$ cat config.mk
export PLATFORM = sky130hd
export DESIGN_NAME = fidr_core
export DESIGN_NICKNAME = d
export VERILOG_FILES = /design/src/rtl/fidr_sync.v /design/src/rtl/fidr_rom.v /design/src/rtl/fidr_core.v
export VERILOG_INCLUDE_DIRS = /design/src /design/src/rtl
export SDC_FILE = /design/constraint.sdc
export NUM_CORES = 1
export LEC_CHECK = 0
export BUFFER_PORTS_ARGS = -buffer_cell sky130_fd_sc_hd__buf_2
export CORE_MARGIN = 2
export CORE_UTILIZATION = 54
export DETAILED_ROUTE_END_ITERATION = 12
export PLACE_DENSITY_LB_ADDON = 0.08
export SLEW_MARGIN = 20
export SYNTH_ARGS = -nofsm -noshare
export SYNTH_HDL_FRONTEND = slang
export SYNTH_HIERARCHICAL = 1
export SYNTH_SLANG_ARGS = --single-unit
export TNS_END_PERCENT = 20
$ cat constraint.sdc
create_clock -name i_core_clk -period 3.65 [get_ports i_core_clk]
set_clock_uncertainty 0.15 [all_clocks]
set_input_delay 0.73 -clock i_core_clk [delete_from_list [all_inputs] [get_ports i_core_clk]]
set_output_delay 0.73 -clock i_core_clk [all_outputs]
set_load 0.05 [all_outputs]
$ cat src/rtl/fidr_regs.vh
// constants for the flash id and parameter read-back command slice
// ----------------------------------------------------------------
// ----------------------------------------------------------------
`ifndef FIDR_REGS_VH
`define FIDR_REGS_VH

// ----------------------------------------------------------------
// opcodes
// ----------------------------------------------------------------
`define FIDR_OP_READ_PARAM 8'h61
`define FIDR_OP_EXT_PARAM 8'h81
`define FIDR_OP_CLEAR_ERR 8'h82
`define FIDR_OP_LEGACY_ID 8'hab
`define FIDR_OP_STD_ID 8'h9f
`define FIDR_OP_STD_ID_QUAD 8'haf
`define FIDR_OP_MAKER_DEV 8'h90
`define FIDR_OP_UNIQUE 8'h4b
`define FIDR_OP_TABLE 8'h5a
`define FIDR_OP_NOP 8'h00
`define FIDR_OP_RESET_ARM 8'h66
`define FIDR_OP_RESET 8'h99

// ----------------------------------------------------------------
// field positions
// ----------------------------------------------------------------
`define FIDR_RP_DUMMY_HI 6
`define FIDR_RP_DUMMY_LO 3
`define FIDR_RP_BURST_HI 2
`define FIDR_RP_BURST_LO 0
`define FIDR_XP_PROT_BIT 4
`define FIDR_XP_PROG_BIT 3
`define FIDR_XP_ERASE_BIT 2

// ----------------------------------------------------------------
// counts, reset values and lane enable patterns
// ----------------------------------------------------------------
`define FIDR_ADDR_BYTES 2'd3
`define FIDR_DUMMY_DEFAULT 4'd8
`define FIDR_TABLE_DUMMY 4'd8
`define FIDR_UID_BYTES 5'd16
`define FIDR_FLAGS_RESET 3'b000
`define FIDR_OE_N_IDLE 4'hf
`define FIDR_OE_N_SPI 4'hd
`define FIDR_OE_N_QPI 4'h0

`endif

$ cat src/rtl/fidr_sync.v
// three-stage pin synchroniser with agreement filter
`timescale 1ns/1ps
`default_nettype none
module fidr_sync #(
  parameter WIDTH = 6,
  parameter [WIDTH-1:0] RESET_VAL = {WIDTH{1'b0}}
) (
  input wire i_core_clk,
  input wire i_nrst,
  input wire [WIDTH-1:0] i_async,
  output reg [WIDTH-1:0] o_stable
);
  reg [WIDTH-1:0] s1;
  reg [WIDTH-1:0] s2;
  reg [WIDTH-1:0] s3;
  integer k;

  // s1 feeds only s2; a bit counts once s2 and s3 agree
  always @(posedge i_core_clk or negedge i_nrst) begin
    if (!i_nrst) begin
      s1 <= RESET_VAL;
      s2 <= RESET_VAL;
      s3 <= RESET_VAL;
      o_stable <= RESET_VAL;
    end else begin
      s1 <= i_async;
      s2 <= s1;
      s3 <= s2;
      for (k = 0; k < WIDTH; k = k + 1) begin
        if (s2[k] == s3[k]) begin
          o_stable[k] <= s3[k];
        end
      end
    end
  end
endmodule
`default_nettype wire

$ cat src/rtl/fidr_rom.v
// unique number and parameter table byte lookup
`timescale 1ns/1ps
`default_nettype none
module fidr_rom #(
  // unique number value is arbitrary
  parameter [127:0] UNIQUE_NUM = 128'h0123456789abcdeffedcba9876543210
) (
  input wire i_uid_sel,
  input wire [7:0] i_addr,
  output wire [7:0] o_byte
);
  function [7:0] table_byte;
    input [7:0] a;
    begin
      // small header only; anything outside it reads as ff,
      // which a host must not rely on
      case (a)
        8'h00: table_byte = 8'h53;
        8'h01: table_byte = 8'h46;
        8'h02: table_byte = 8'h44;
        8'h03: table_byte = 8'h50;
        8'h04: table_byte = 8'h06;
        8'h05: table_byte = 8'h01;
        8'h06: table_byte = 8'h00;
        8'h07: table_byte = 8'hff;
        default: table_byte = 8'hff;
      endcase
    end
  endfunction

  function [7:0] uid_byte;
    input [3:0] a;
    begin
      uid_byte = UNIQUE_NUM[8'd127 - {a, 3'b000} -: 8];
    end
  endfunction

  assign o_byte = i_uid_sel ? uid_byte(i_addr[3:0]) : table_byte(i_addr);
endmodule
`default_nettype wire

$ cat src/rtl/fidr_core.v
// command decoder for id reads, parameter read-back and error clear
`timescale 1ns/1ps
`default_nettype none
`include "fidr_regs.vh"
module fidr_core #(
  // identity codes below are arbitrary
  parameter [7:0] MAKER_CODE = 8'hc5,
  parameter [7:0] DEVICE_CODE = 8'h21,
  parameter [15:0] TYPE_CAP = 16'h4321,
  parameter [127:0] UNIQUE_NUM = 128'h0123456789abcdeffedcba9876543210
) (
  input wire i_core_clk,
  input wire i_nrst,
  input wire i_sck,
  input wire i_cs_n,
  input wire [3:0] i_io,
  input wire i_qpi_mode,
  input wire i_write_in_progress,
  input wire [7:0] i_read_param,
  input wire [7:0] i_ext_param,
  input wire i_prot_err_set,
  input wire i_prog_err_set,
  input wire i_erase_err_set,
  output reg [3:0] o_io,
  output reg [3:0] o_io_oe_n,
  output reg [2:0] o_error_flags,
  output reg [3:0] o_dummy_cycle_bits,
  output reg [2:0] o_burst_bits,
  output reg o_wake,
  output reg o_reset_armed,
  output reg o_reset_fire
);
  // ----------------------------------------------------------------
  // states
  // ----------------------------------------------------------------
  localparam [2:0] ST_OPC = 3'd0;
  localparam [2:0] ST_ADDR = 3'd1;
  localparam [2:0] ST_DUMMY = 3'd2;
  localparam [2:0] ST_DATA = 3'd3;
  localparam [2:0] ST_DONE = 3'd4;

  // ----------------------------------------------------------------
  // pin synchronisers and edges
  // ----------------------------------------------------------------
  wire [5:0] pins;
  wire cs_n_f;
  wire sck_f;
  wire [3:0] io_f;
  reg sck_q;
  reg cs_q;
  wire sck_rise;
  wire sck_fall;
  wire cs_rise;

  fidr_sync #(
    .WIDTH(6),
    .RESET_VAL(6'h20)
  ) u_sync (
    .i_core_clk(i_core_clk),
    .i_nrst(i_nrst),
    .i_async({i_cs_n, i_sck, i_io}),
    .o_stable(pins)
  );

  assign cs_n_f = pins[5];
  assign sck_f = pins[4];
  assign io_f = pins[3:0];
  assign sck_rise = sck_f & ~sck_q & ~cs_n_f;
  assign sck_fall = ~sck_f & sck_q & ~cs_n_f;
  assign cs_rise = cs_n_f & ~cs_q;

  // ----------------------------------------------------------------
  // functions
  // ----------------------------------------------------------------
  // zero in the dummy field selects the default count
  function [3:0] dummy_need;
    input [3:0] field;
    begin
      if (field == 4'd0) begin
        dummy_need = `FIDR_DUMMY_DEFAULT;
      end else begin
        dummy_need = field;
      end
    end
  endfunction

  // bits moved per clock: one in spi, four in qpi
  function [3:0] lane_step;
    input qpi;
    begin
      lane_step = qpi ? 4'd4 : 4'd1;
    end
  endfunction

  // ----------------------------------------------------------------
  // frame state
  // ----------------------------------------------------------------
  reg [2:0] state;
  reg [7:0] cmd;
  reg opc_done;
  reg [7:0] sh_in;
  reg [2:0] nbits;
  reg [1:0] acnt;
  reg [23:0] addr;
  reg [3:0] dcnt;
  reg [2:0] opos;
  reg [7:0] bidx;
  reg [1:0] trip;
  reg [7:0] hold;

  wire [3:0] step;
  wire [3:0] in_sum;
  wire in_byte_done;
  wire [7:0] in_byte;
  wire [3:0] out_sum;
  wire out_byte_done;

  assign step = lane_step(i_qpi_mode);
  assign in_sum = {1'b0, nbits} + step;
  assign in_byte_done = in_sum[3];
  assign in_byte = i_qpi_mode ? {sh_in[3:0], io_f} : {sh_in[6:0], io_f[0]};
  assign out_sum = {1'b0, opos} + step;
  assign out_byte_done = out_sum[3];

  // ----------------------------------------------------------------
  // data source
  // ----------------------------------------------------------------
  wire [7:0] rom_byte;
  wire uid_sel;
  wire [7:0] rom_addr;
  wire [7:0] ext_rb;
  reg [7:0] src;
  wire [7:0] cur;

  assign uid_sel = (cmd == `FIDR_OP_UNIQUE);
  // unique number wraps inside sixteen bytes
  assign rom_addr = uid_sel ? {4'h0, addr[3:0] + bidx[3:0]} :
                              addr[7:0] + bidx;

  fidr_rom #(
    .UNIQUE_NUM(UNIQUE_NUM)
  ) u_rom (
    .i_uid_sel(uid_sel),
    .i_addr(rom_addr),
    .o_byte(rom_byte)
  );

  // extended read-back: live error flags over the volatile copy
  assign ext_rb = {i_ext_param[7:5],
                   o_error_flags[2],
                   o_error_flags[1],
                   o_error_flags[0],
                   i_ext_param[1:0]};

  always @* begin
    case (cmd)
      `FIDR_OP_READ_PARAM: src = i_read_param;
      `FIDR_OP_EXT_PARAM: src = ext_rb;
      `FIDR_OP_LEGACY_ID: src = DEVICE_CODE;
      `FIDR_OP_STD_ID,
      `FIDR_OP_STD_ID_QUAD: begin
        // three-byte loop
        case (trip)
          2'd0: src = MAKER_CODE;
          2'd1: src = TYPE_CAP[15:8];
          default: src = TYPE_CAP[7:0];
        endcase
      end
      `FIDR_OP_MAKER_DEV: begin
        // address bit0 picks the first byte
        src = (bidx[0] ^ addr[0]) ? DEVICE_CODE : MAKER_CODE;
      end
      `FIDR_OP_UNIQUE,
      `FIDR_OP_TABLE: src = rom_byte;
      default: src = 8'hff;
    endcase
  end

  assign cur = (opos == 3'd0) ? src : hold;

  // ----------------------------------------------------------------
  // sequencer
  // ----------------------------------------------------------------
  always @(posedge i_core_clk or negedge i_nrst) begin
    if (!i_nrst) begin
      sck_q <= 1'b0;
      cs_q <= 1'b1;
      state <= ST_OPC;
      cmd <= 8'h00;
      opc_done <= 1'b0;
      sh_in <= 8'h00;
      nbits <= 3'd0;
      acnt <= 2'd0;
      addr <= 24'h000000;
      dcnt <= 4'd0;
      opos <= 3'd0;
      bidx <= 8'h00;
      trip <= 2'd0;
      hold <= 8'h00;
      o_io <= 4'h0;
      o_io_oe_n <= `FIDR_OE_N_IDLE;
    end else begin
      sck_q <= sck_f;
      cs_q <= cs_n_f;
      if (cs_n_f) begin
        // deselect ends any frame and frees the lines
        state <= ST_OPC;
        nbits <= 3'd0;
        acnt <= 2'd0;
        opos <= 3'd0;
        bidx <= 8'h00;
        trip <= 2'd0;
        o_io_oe_n <= `FIDR_OE_N_IDLE;
        if (cs_rise) begin
          opc_done <= 1'b0;
        end
      end else if (sck_rise) begin
        sh_in <= in_byte;
        nbits <= in_sum[2:0];
        case (state)
          ST_OPC: begin
            if (in_byte_done) begin
              cmd <= in_byte;
              opc_done <= 1'b1;
              case (in_byte)
                `FIDR_OP_READ_PARAM,
                `FIDR_OP_EXT_PARAM: state <= ST_DATA;
                `FIDR_OP_LEGACY_ID: begin
                  // ignored during a write cycle
                  state <= i_write_in_progress ? ST_DONE : ST_ADDR;
                end
                `FIDR_OP_STD_ID: begin
                  state <= i_qpi_mode ? ST_DONE : ST_DATA;
                end
                `FIDR_OP_STD_ID_QUAD: begin
                  state <= i_qpi_mode ? ST_DATA : ST_DONE;
                end
                `FIDR_OP_MAKER_DEV,
                `FIDR_OP_UNIQUE,
                `FIDR_OP_TABLE: state <= ST_ADDR;
                default: state <= ST_DONE;
              endcase
            end
          end
          ST_ADDR: begin
            // legacy id dummies and maker/device dummies are taken
            // like address bytes
            if (in_byte_done) begin
              addr <= {addr[15:0], in_byte};
              acnt <= acnt + 2'd1;
              if (acnt == `FIDR_ADDR_BYTES - 2'd1) begin
                case (cmd)
                  `FIDR_OP_UNIQUE: begin
                    // same framing in both lane modes
                    dcnt <= dummy_need(
                      i_read_param[`FIDR_RP_DUMMY_HI:`FIDR_RP_DUMMY_LO]);
                    state <= ST_DUMMY;
                  end
                  `FIDR_OP_TABLE: begin
                    dcnt <= `FIDR_TABLE_DUMMY;
                    state <= ST_DUMMY;
                  end
                  default: state <= ST_DATA;
                endcase
              end
            end
          end
          ST_DUMMY: begin
            dcnt <= dcnt - 4'd1;
            if (dcnt == 4'd1) begin
              state <= ST_DATA;
            end
          end
          default: begin
            state <= state;
          end
        endcase
      end else if (sck_fall && state == ST_DATA) begin
        // msb first, launched on the falling clock edge
        if (opos == 3'd0) begin
          hold <= src;
        end
        if (i_qpi_mode) begin
          o_io <= (opos == 3'd0) ? cur[7:4] : cur[3:0];
          o_io_oe_n <= `FIDR_OE_N_QPI;
        end else begin
          o_io <= {2'b00, cur[3'd7 - opos], 1'b0};
          o_io_oe_n <= `FIDR_OE_N_SPI;
        end
        opos <= out_sum[2:0];
        if (out_byte_done) begin
          bidx <= bidx + 8'd1;
          trip <= (trip == 2'd2) ? 2'd0 : trip + 2'd1;
        end
      end
    end
  end

  // ----------------------------------------------------------------
  // end-of-frame actions, sticky flags and parameter field copies
  // ----------------------------------------------------------------
  // actions wait for deselect so a half-sent opcode never acts
  wire frame_end;
  wire clr_flags;
  wire [2:0] set_flags;

  assign frame_end = cs_rise & opc_done;
  assign clr_flags = frame_end & (cmd == `FIDR_OP_CLEAR_ERR);
  assign set_flags = {i_prot_err_set, i_prog_err_set, i_erase_err_set};

  always @(posedge i_core_clk or negedge i_nrst) begin
    if (!i_nrst) begin
      o_error_flags <= `FIDR_FLAGS_RESET;
      o_wake <= 1'b0;
      o_reset_armed <= 1'b0;
      o_reset_fire <= 1'b0;
      o_dummy_cycle_bits <= 4'd0;
      o_burst_bits <= 3'd0;
    end else begin
      o_dummy_cycle_bits <=
        i_read_param[`FIDR_RP_DUMMY_HI:`FIDR_RP_DUMMY_LO];
      o_burst_bits <= i_read_param[`FIDR_RP_BURST_HI:`FIDR_RP_BURST_LO];
      // a set in the clear cycle wins
      o_error_flags <= (o_error_flags & ~{3{clr_flags}}) | set_flags;
      o_wake <= 1'b0;
      o_reset_fire <= 1'b0;
      if (frame_end) begin
        case (cmd)
          `FIDR_OP_RESET_ARM: o_reset_armed <= 1'b1;
          `FIDR_OP_RESET: begin
            o_reset_fire <= o_reset_armed;
            o_reset_armed <= 1'b0;
          end
          `FIDR_OP_LEGACY_ID: begin
            o_wake <= ~i_write_in_progress;
            o_reset_armed <= 1'b0;
          end
          // nop and every other command drop the arm
          default: o_reset_armed <= 1'b0;
        endcase
      end
    end
  end
endmodule
`default_nettype wire

# Yosys cells after proc, flatten, opt, wreduce, memory -nomap -nowiden
# Memories as Yosys holds them, arrays and structs flattened.
# Cells that the tools add are included.
# totals
romBits	64
output_inout_bits	21
in_bits	29
n_memories	1
reg_bits	104
wordCells	192
# op_classes
magnitude_cmp	1
bitwise	17
n_eq_ne	41
n_mux	62
n_addsub	10
reduce_logical	28
shifts	1
# memory_table
name	depth	width	read_ports	rd_ports_with_merged_regs	write_ports	line	text
(name not given)	8	8	1	0	0	fidr_rom.v:17	case (a)
# ops
op	count
indexed part select 135 x 9 -> 8 bit, first input constant	1
== test 8 bit, second input constant	12
two-way mux 8 bit	10
== test 8 x 7 -> 1 bit, second input constant	7
one-hot mux 8 bit (6 select lines)	1
two-way mux 3 bit	15
two-way mux 4 bit	9
two-way mux 2 bit	9
one-hot mux 4 bit (2 select lines)	2
one-hot mux 8 bit (2 select lines)	1
inequality test 3 x 2 -> 1 bit, second input constant	5
one-hot mux 3 bit (5 select lines)	1
nonzero test 2 bit	7
two-way mux 1 bit	12
AND reduction 4 bit	3
AND reduction 6 bit	2
one-hot mux 3 bit (3 select lines)	1
AND reduction 3 bit	3
adder 3 x 3 -> 4 bit	2
adder 8 x 1 -> 8 bit, second input constant	1
adder 8 bit	1
subtractor 7 x 7 -> 8 bit, first input constant	1
AND 1 bit	7
== test 1 bit	6
27 further kinds	41

# Logic depth before layout (Yosys ltp)
# logic_depth
ltp_word	10
mapped_depth	17
depth_no_buf	16

# By module
# The synthesis kept the hierarchy.
# by_module_without_submodules
mod	n_inst	cells_per_inst	seq_area_each_um2	area_each_um2
fidr_core	1	444	1930.6	4367.9
fidr_sync	1	30	605.6	673.1
fidr_rom	1	33	0.0	229.0

# Least setup slack after synthesis
# Ideal clock, no wire load.
# synth_timing
path_kind	register to register
from	reg bidx[0]
to	reg o_io[1]
n_path_buf	1
arrival_ps	3583
t_required_ps	3374
synth_period_minus_slack_ps	3859
setup_slack_ps	-209
setup_ps	126
stages_incl_launch_ff	18
path_cell_list	dfrtp_1 ha_1 fa_1 a21o_1 a21o_1 a21o_1 a21oi_1 xor2_1 nor2_1 or4_4 nor2_1 o211ai_1 buf_4 a22oi_1 nand2_1 nor4bb_1 o41ai_1 a221o_1
# synth_between
elab_chain_len	10
elab_cells_between_ends	17
classes_between	add/sub (3); shift (1); mux (10); bitwise (1); reduce/logical (1); memory (1)
# synth_lines
item	line	text
start, declared	fidr_core.v:107	reg [7:0] bidx;
start signal, assigned	fidr_core.v:292	bidx <= bidx + 8'd1;
adder 8 bit	fidr_core.v:138	addr[7:0] + bidx;
two-way mux 8 bit	fidr_core.v:137	assign rom_addr = uid_sel ? {4'h0, addr[3:0] + bidx[3:0]} :
named net rom_addr[6]	fidr_core.v:130	wire [7:0] rom_addr;
logical NOT 5 bit	fidr_rom.v:17	
two-way mux 8 bit	fidr_rom.v:17	
two-way mux 8 bit	fidr_rom.v:38	assign o_byte = i_uid_sel ? uid_byte(i_addr[3:0]) : table_byte(i_addr);
named net rom_byte[3]	fidr_core.v:128	wire [7:0] rom_byte;
one-hot mux 8 bit (6 select lines)	fidr_core.v:156	case (cmd)
two-way mux 8 bit	--	
binary-select mux 1 bit (select 3 bit)	fidr_core.v:287	o_io <= {2'b00, cur[3'd7 - opos], 1'b0};
two-way mux 1 bit (not written as such)	fidr_core.v:287	
two-way mux 4 bit	fidr_core.v:283	if (i_qpi_mode) begin
end signal, assigned	fidr_core.v:284	o_io <= (opos == 3'd0) ? cur[7:4] : cur[3:0];
end signal, assigned	fidr_core.v:287	
end, declared	fidr_core.v:24	output reg [3:0] o_io,
# The timed path passes the listed nets, and every way through them passes these cells. The select of a mux whose other input is x is not followed.
# A chain may end at the register's enable or synchronous reset.

# Final worst setup path
# layout_timing
from	reg addr[0]
to	reg o_io[1]
# layout_between
elab_chain_len	10
elab_cells_between_ends	17
classes_between	add/sub (3); shift (1); mux (10); bitwise (1); reduce/logical (1); memory (1)
# layout_lines
item	line	text
start, declared	fidr_core.v:104	reg [23:0] addr;
start signal, assigned	fidr_core.v:249	addr <= {addr[15:0], in_byte};
adder 8 bit	fidr_core.v:138	
two-way mux 8 bit	fidr_core.v:137	
named net rom_addr[6]	fidr_core.v:130	
logical NOT 5 bit	fidr_rom.v:17	
two-way mux 8 bit	fidr_rom.v:17	
two-way mux 8 bit	fidr_rom.v:38	
named net rom_byte[3]	fidr_core.v:128	
one-hot mux 8 bit (6 select lines)	fidr_core.v:156	
two-way mux 8 bit	--	
binary-select mux 1 bit (select 3 bit)	fidr_core.v:287	
two-way mux 1 bit (not written as such)	fidr_core.v:287	
two-way mux 4 bit	fidr_core.v:283	
# The timed path passes the listed nets, and every way through them passes these cells. The select of a mux whose other input is x is not followed.

==> results.tsv <==
stage	metric	value	unit
cells_and_area	postLayoutCellArea	5990	µm²
route	via_per_inst	5.58	
floorplanning	dieArea	10600	µm²
global_route	grt_max_degree	55	
synth	synth_seq_cells	101	
route	wirelength	11200	µm
place	place_worst_setup_slack	-227	ps
route	drtIter0Drc	121	
clock_tree	clock_latency	390	ps
route	drc	0	
synth	async_flop_share	1.00	
cells_and_area	syn2layout_area_growth	13.6	%
setup_path	timing.rr.start	addr[0]	
flow_run	drv_cap	0	
synth	synthTopCellsByCount	dfrtp_1 (94), nor2_1 (54), nand2_1 (38), a21oi_1 (37), inv_1 (20)	
setup_path	reg2reg_slack	-250	ps
place	gp_congestion	0.931	
floorplanning	core	9640	µm²
timing	hold_ws	201	ps
synth	synthFlopType	dfrtp_1	
synth	synth_area	5270	µm²
floorplanning	dieHeight	103	µm
outcome	outcome	finished with violations	
timing	final_max_slew_viol_count	0	
route	vias	3923	
clock_tree	cts_buffers	9	
setup_path	rr_worst_depth	16	
timing	finalCritPeriodShare	1.07	
setup_path	cpPeakStageDelay	550	ps
hold_path	min_path_type	in -> async	
synth	ys_seq_area_frac	0.481	
setup_path	crit_type	reg -> reg	
outcome	violations	negative setup slack	
timing	setup_viol	1	
synth	synth_edf_count	0	
synth	synth_area_leaders	dfrtp_1 (45%), ha_1 (4.5%), nor2_1 (3.8%)	
setup_path	worstReg2RegEnd	o_io[1]	
route	wl_per_cell	16.0	µm
floorplanning	start_util	0.547	
setup_path	crit_required	3780	ps
synth	synth.distinct_cells	76	
floorplanning	die_w	103	µm
timing	rsz0062_at_grt	yes	
global_route	grt_pass1_wl	18300	µm
timing	tns	-252	ps
clock_tree	htree_num_levels	3	
synth	yosysMostFrequentCell	dfrtp_1	
cells_and_area	fillers	820	
route	ant_nets	0	
timing	fmax	256	MHz
clock_tree	cts_tree	done	
global_route	grt_overflow	0	
place	dp_hpwl	8270	µm
clock_tree	path_clk_slew	100	ps
synth	syn_nets	556	
clock_tree	hold_buffers	0	
floorplanning	io_pins	50	
setup_path	cp_slowest_cell	or4_4	
place	io_buffer_count	46	
clock_tree	clk_path_buf_depth	2	
setup_path	cp_max_fo	2	
pwr	power_density	459	nW/µm²
pwr	ir_drop	0.000337	V
clock_tree	clock_sinks	101	
place	placed_area	5730	µm²
timing	worst_slack	-252	ps
global_route	grt_antenna_before_repair	0	
clock_tree	cts_root_buffer	clkbuf_8	
setup_path	crit_end	o_io[1]	
setup_path	crit_top_cell	a21o_1	
route	drtPass1Iterations	4	
timing	hold_viol_final	0	
timing	finalCriticalPeriod	3900	ps
pwr	p_leak	2.71	nW
timing	max_slew_margin	0.524	
cells_and_area	n_antenna_cell	0	
synth	yosys_warnings	6	
timing	tightest_slew	712	ps
cells_and_area	drive_gt1_frac	0.242	
global_route	grt.total_usage	0.229	
setup_path	start_kind	register	
global_route	grt_pass1_vias	3738	
synth	yosys.area.top_type	dfrtp_1	
synth	yosys.area.top_type_share	0.446	
setup_path	crit_path_cell_trace	ha_2 -> fa_2 -> a21o_1 -> a21o_1 -> a21o_1 -> a21oi_2 -> xor2_1 -> nor2_1 -> or4_4 -> nor2_4 -> o211ai_1 -> a22oi_1 -> nand2_1 -> nor4bb_1 -> o41ai_1 -> a221o_1	
setup_path	cp-end-kind	register	
setup_path	startpoint	addr[0]	
synth	avgSynthCellArea	10.4	µm²
cells_and_area	finalNetCount	614	
setup_path	cp.arrival	4030	ps
synth	postSynthCellCount	507	
floorplanning	row_count	36	
[state kept, by name, summed over array words and instances (netlist names), 2 cells and up]
| register | count |
|---|---|
| u_sync/s1 | 6 |
| u_sync/s2 | 6 |
| u_sync/s3 | 6 |
| sh_in | 7 |
| trip | 2 |
| nbits | 3 |
| bidx | 8 |
| o_io | 4 |
| hold | 7 |
| o_error_flags | 3 |
| dcnt | 4 |
| addr | 8 |
| acnt | 2 |
| state | 3 |
| o_burst_bits | 3 |
| cmd | 8 |
| o_io_oe_n | 2 |
| o_dummy_cycle_bits | 4 |
| opos | 3 |
| u_sync/o_stable | 6 |
[routing by layer]
layer / vias up / share of wire / wire length [µm] / GRT usage
met1: 1896 / 0.47 / 5270 / 0.312
met4: 0 / 0.022 / 250 / 0.0860
li1: 1923 / - / - / -
met5: - / 0 / 0 / 0
met3: 18 / 0.049 / 546 / 0.0678
met2: 86 / 0.46 / 5170 / 0.348
[per-stage QoR]
step | power (W) | cells | util
after floorplan | 0.00177 | 507 | -
after global placement | 0.00194 | 686 | 0.594
after detailed placement | 0.00195 | 686 | 0.594
after CTS | 0.00277 | 703 | 0.619
after global routing | 0.00291 | 703 | 0.621
final | 0.00275 | 703 | 0.621
[report_power, final]
group,internal [W],switching [W]
clock network,0.000397,0.000414
registers,0.00122,0.000119
logic,0.000252,0.000346
[worst min path at each step]
stage                     cells after the start            to  slack, ps         start
final                                         1  o_reset_fire        200        i_nrst
after floorplan                               0  u_sync/s2[0]        180  u_sync/s1[0]
after global routing                          0  u_sync/s2[5]        220  u_sync/s1[5]
after detailed placement                      0  u_sync/s2[3]        190  u_sync/s1[3]
after CTS                                     1  o_reset_fire        210        i_nrst
after global placement                        0  u_sync/s2[3]        180  u_sync/s1[3]
[cells by family after synthesis]
| family | count (synthesis) | synth area share |
|---|---|---|
| compound gates | 109 | 0.136 |
| xor+xnor | 23 | 0.0382 |
| fa+ha+maj | 26 | 0.0617 |
| buf+inv | 43 | 0.0408 |
| flops | 101 | 0.481 |
| mux | 26 | 0.0551 |
| simple gates | 179 | 0.187 |
[what timing repair did]
item	CTS	global route
buffers inserted	1	0
endpoints found under the setup margin	1	9
cloned	0	0
pin swaps	13	6
resized for setup	1	4
[final cells by class]
| class | count | area (µm²) | share of cell area |
|---|---|---|---|
| Clock inverter | 7 | 105 | 0.0176 |
| Multi-Input combinational cell | 363 | 2560 | 0.427 |
| Timing Repair Buffer | 70 | 425 | 0.0710 |
| Sequential cell | 101 | 2540 | 0.424 |
| Inverter | 20 | 75.1 | 0.0125 |
| Tap cell | 133 | 166 | 0.0278 |
| Clock buffer | 9 | 124 | 0.0207 |
[placed cells by master, fill, tap and decap left out, types with 12 or more instances in the layout]
master   instances
mux2_2          12
nor2_1          52
dfrtp_1         94
nor3_1          15
a21o_1          12
xnor2_1         14
nand3_1         12
nand2_1         38
buf_2           45
ha_1            18
buf_4           24
mux2i_1         13
a21oi_1         34
inv_1           20
[worst max-delay path: cells and delay by family (launching register included)]
kind / cells / cell delay (ps)
adder cells (fa/ha/maj): 2 / 530
flip-flops: 1 / 390
AO/OA/AOI/OAI: 8 / 1450
AND/OR/NAND/NOR: 5 / 1120
XOR/XNOR: 1 / 140
Note: power is estimated with default switching activity, not from simulation.
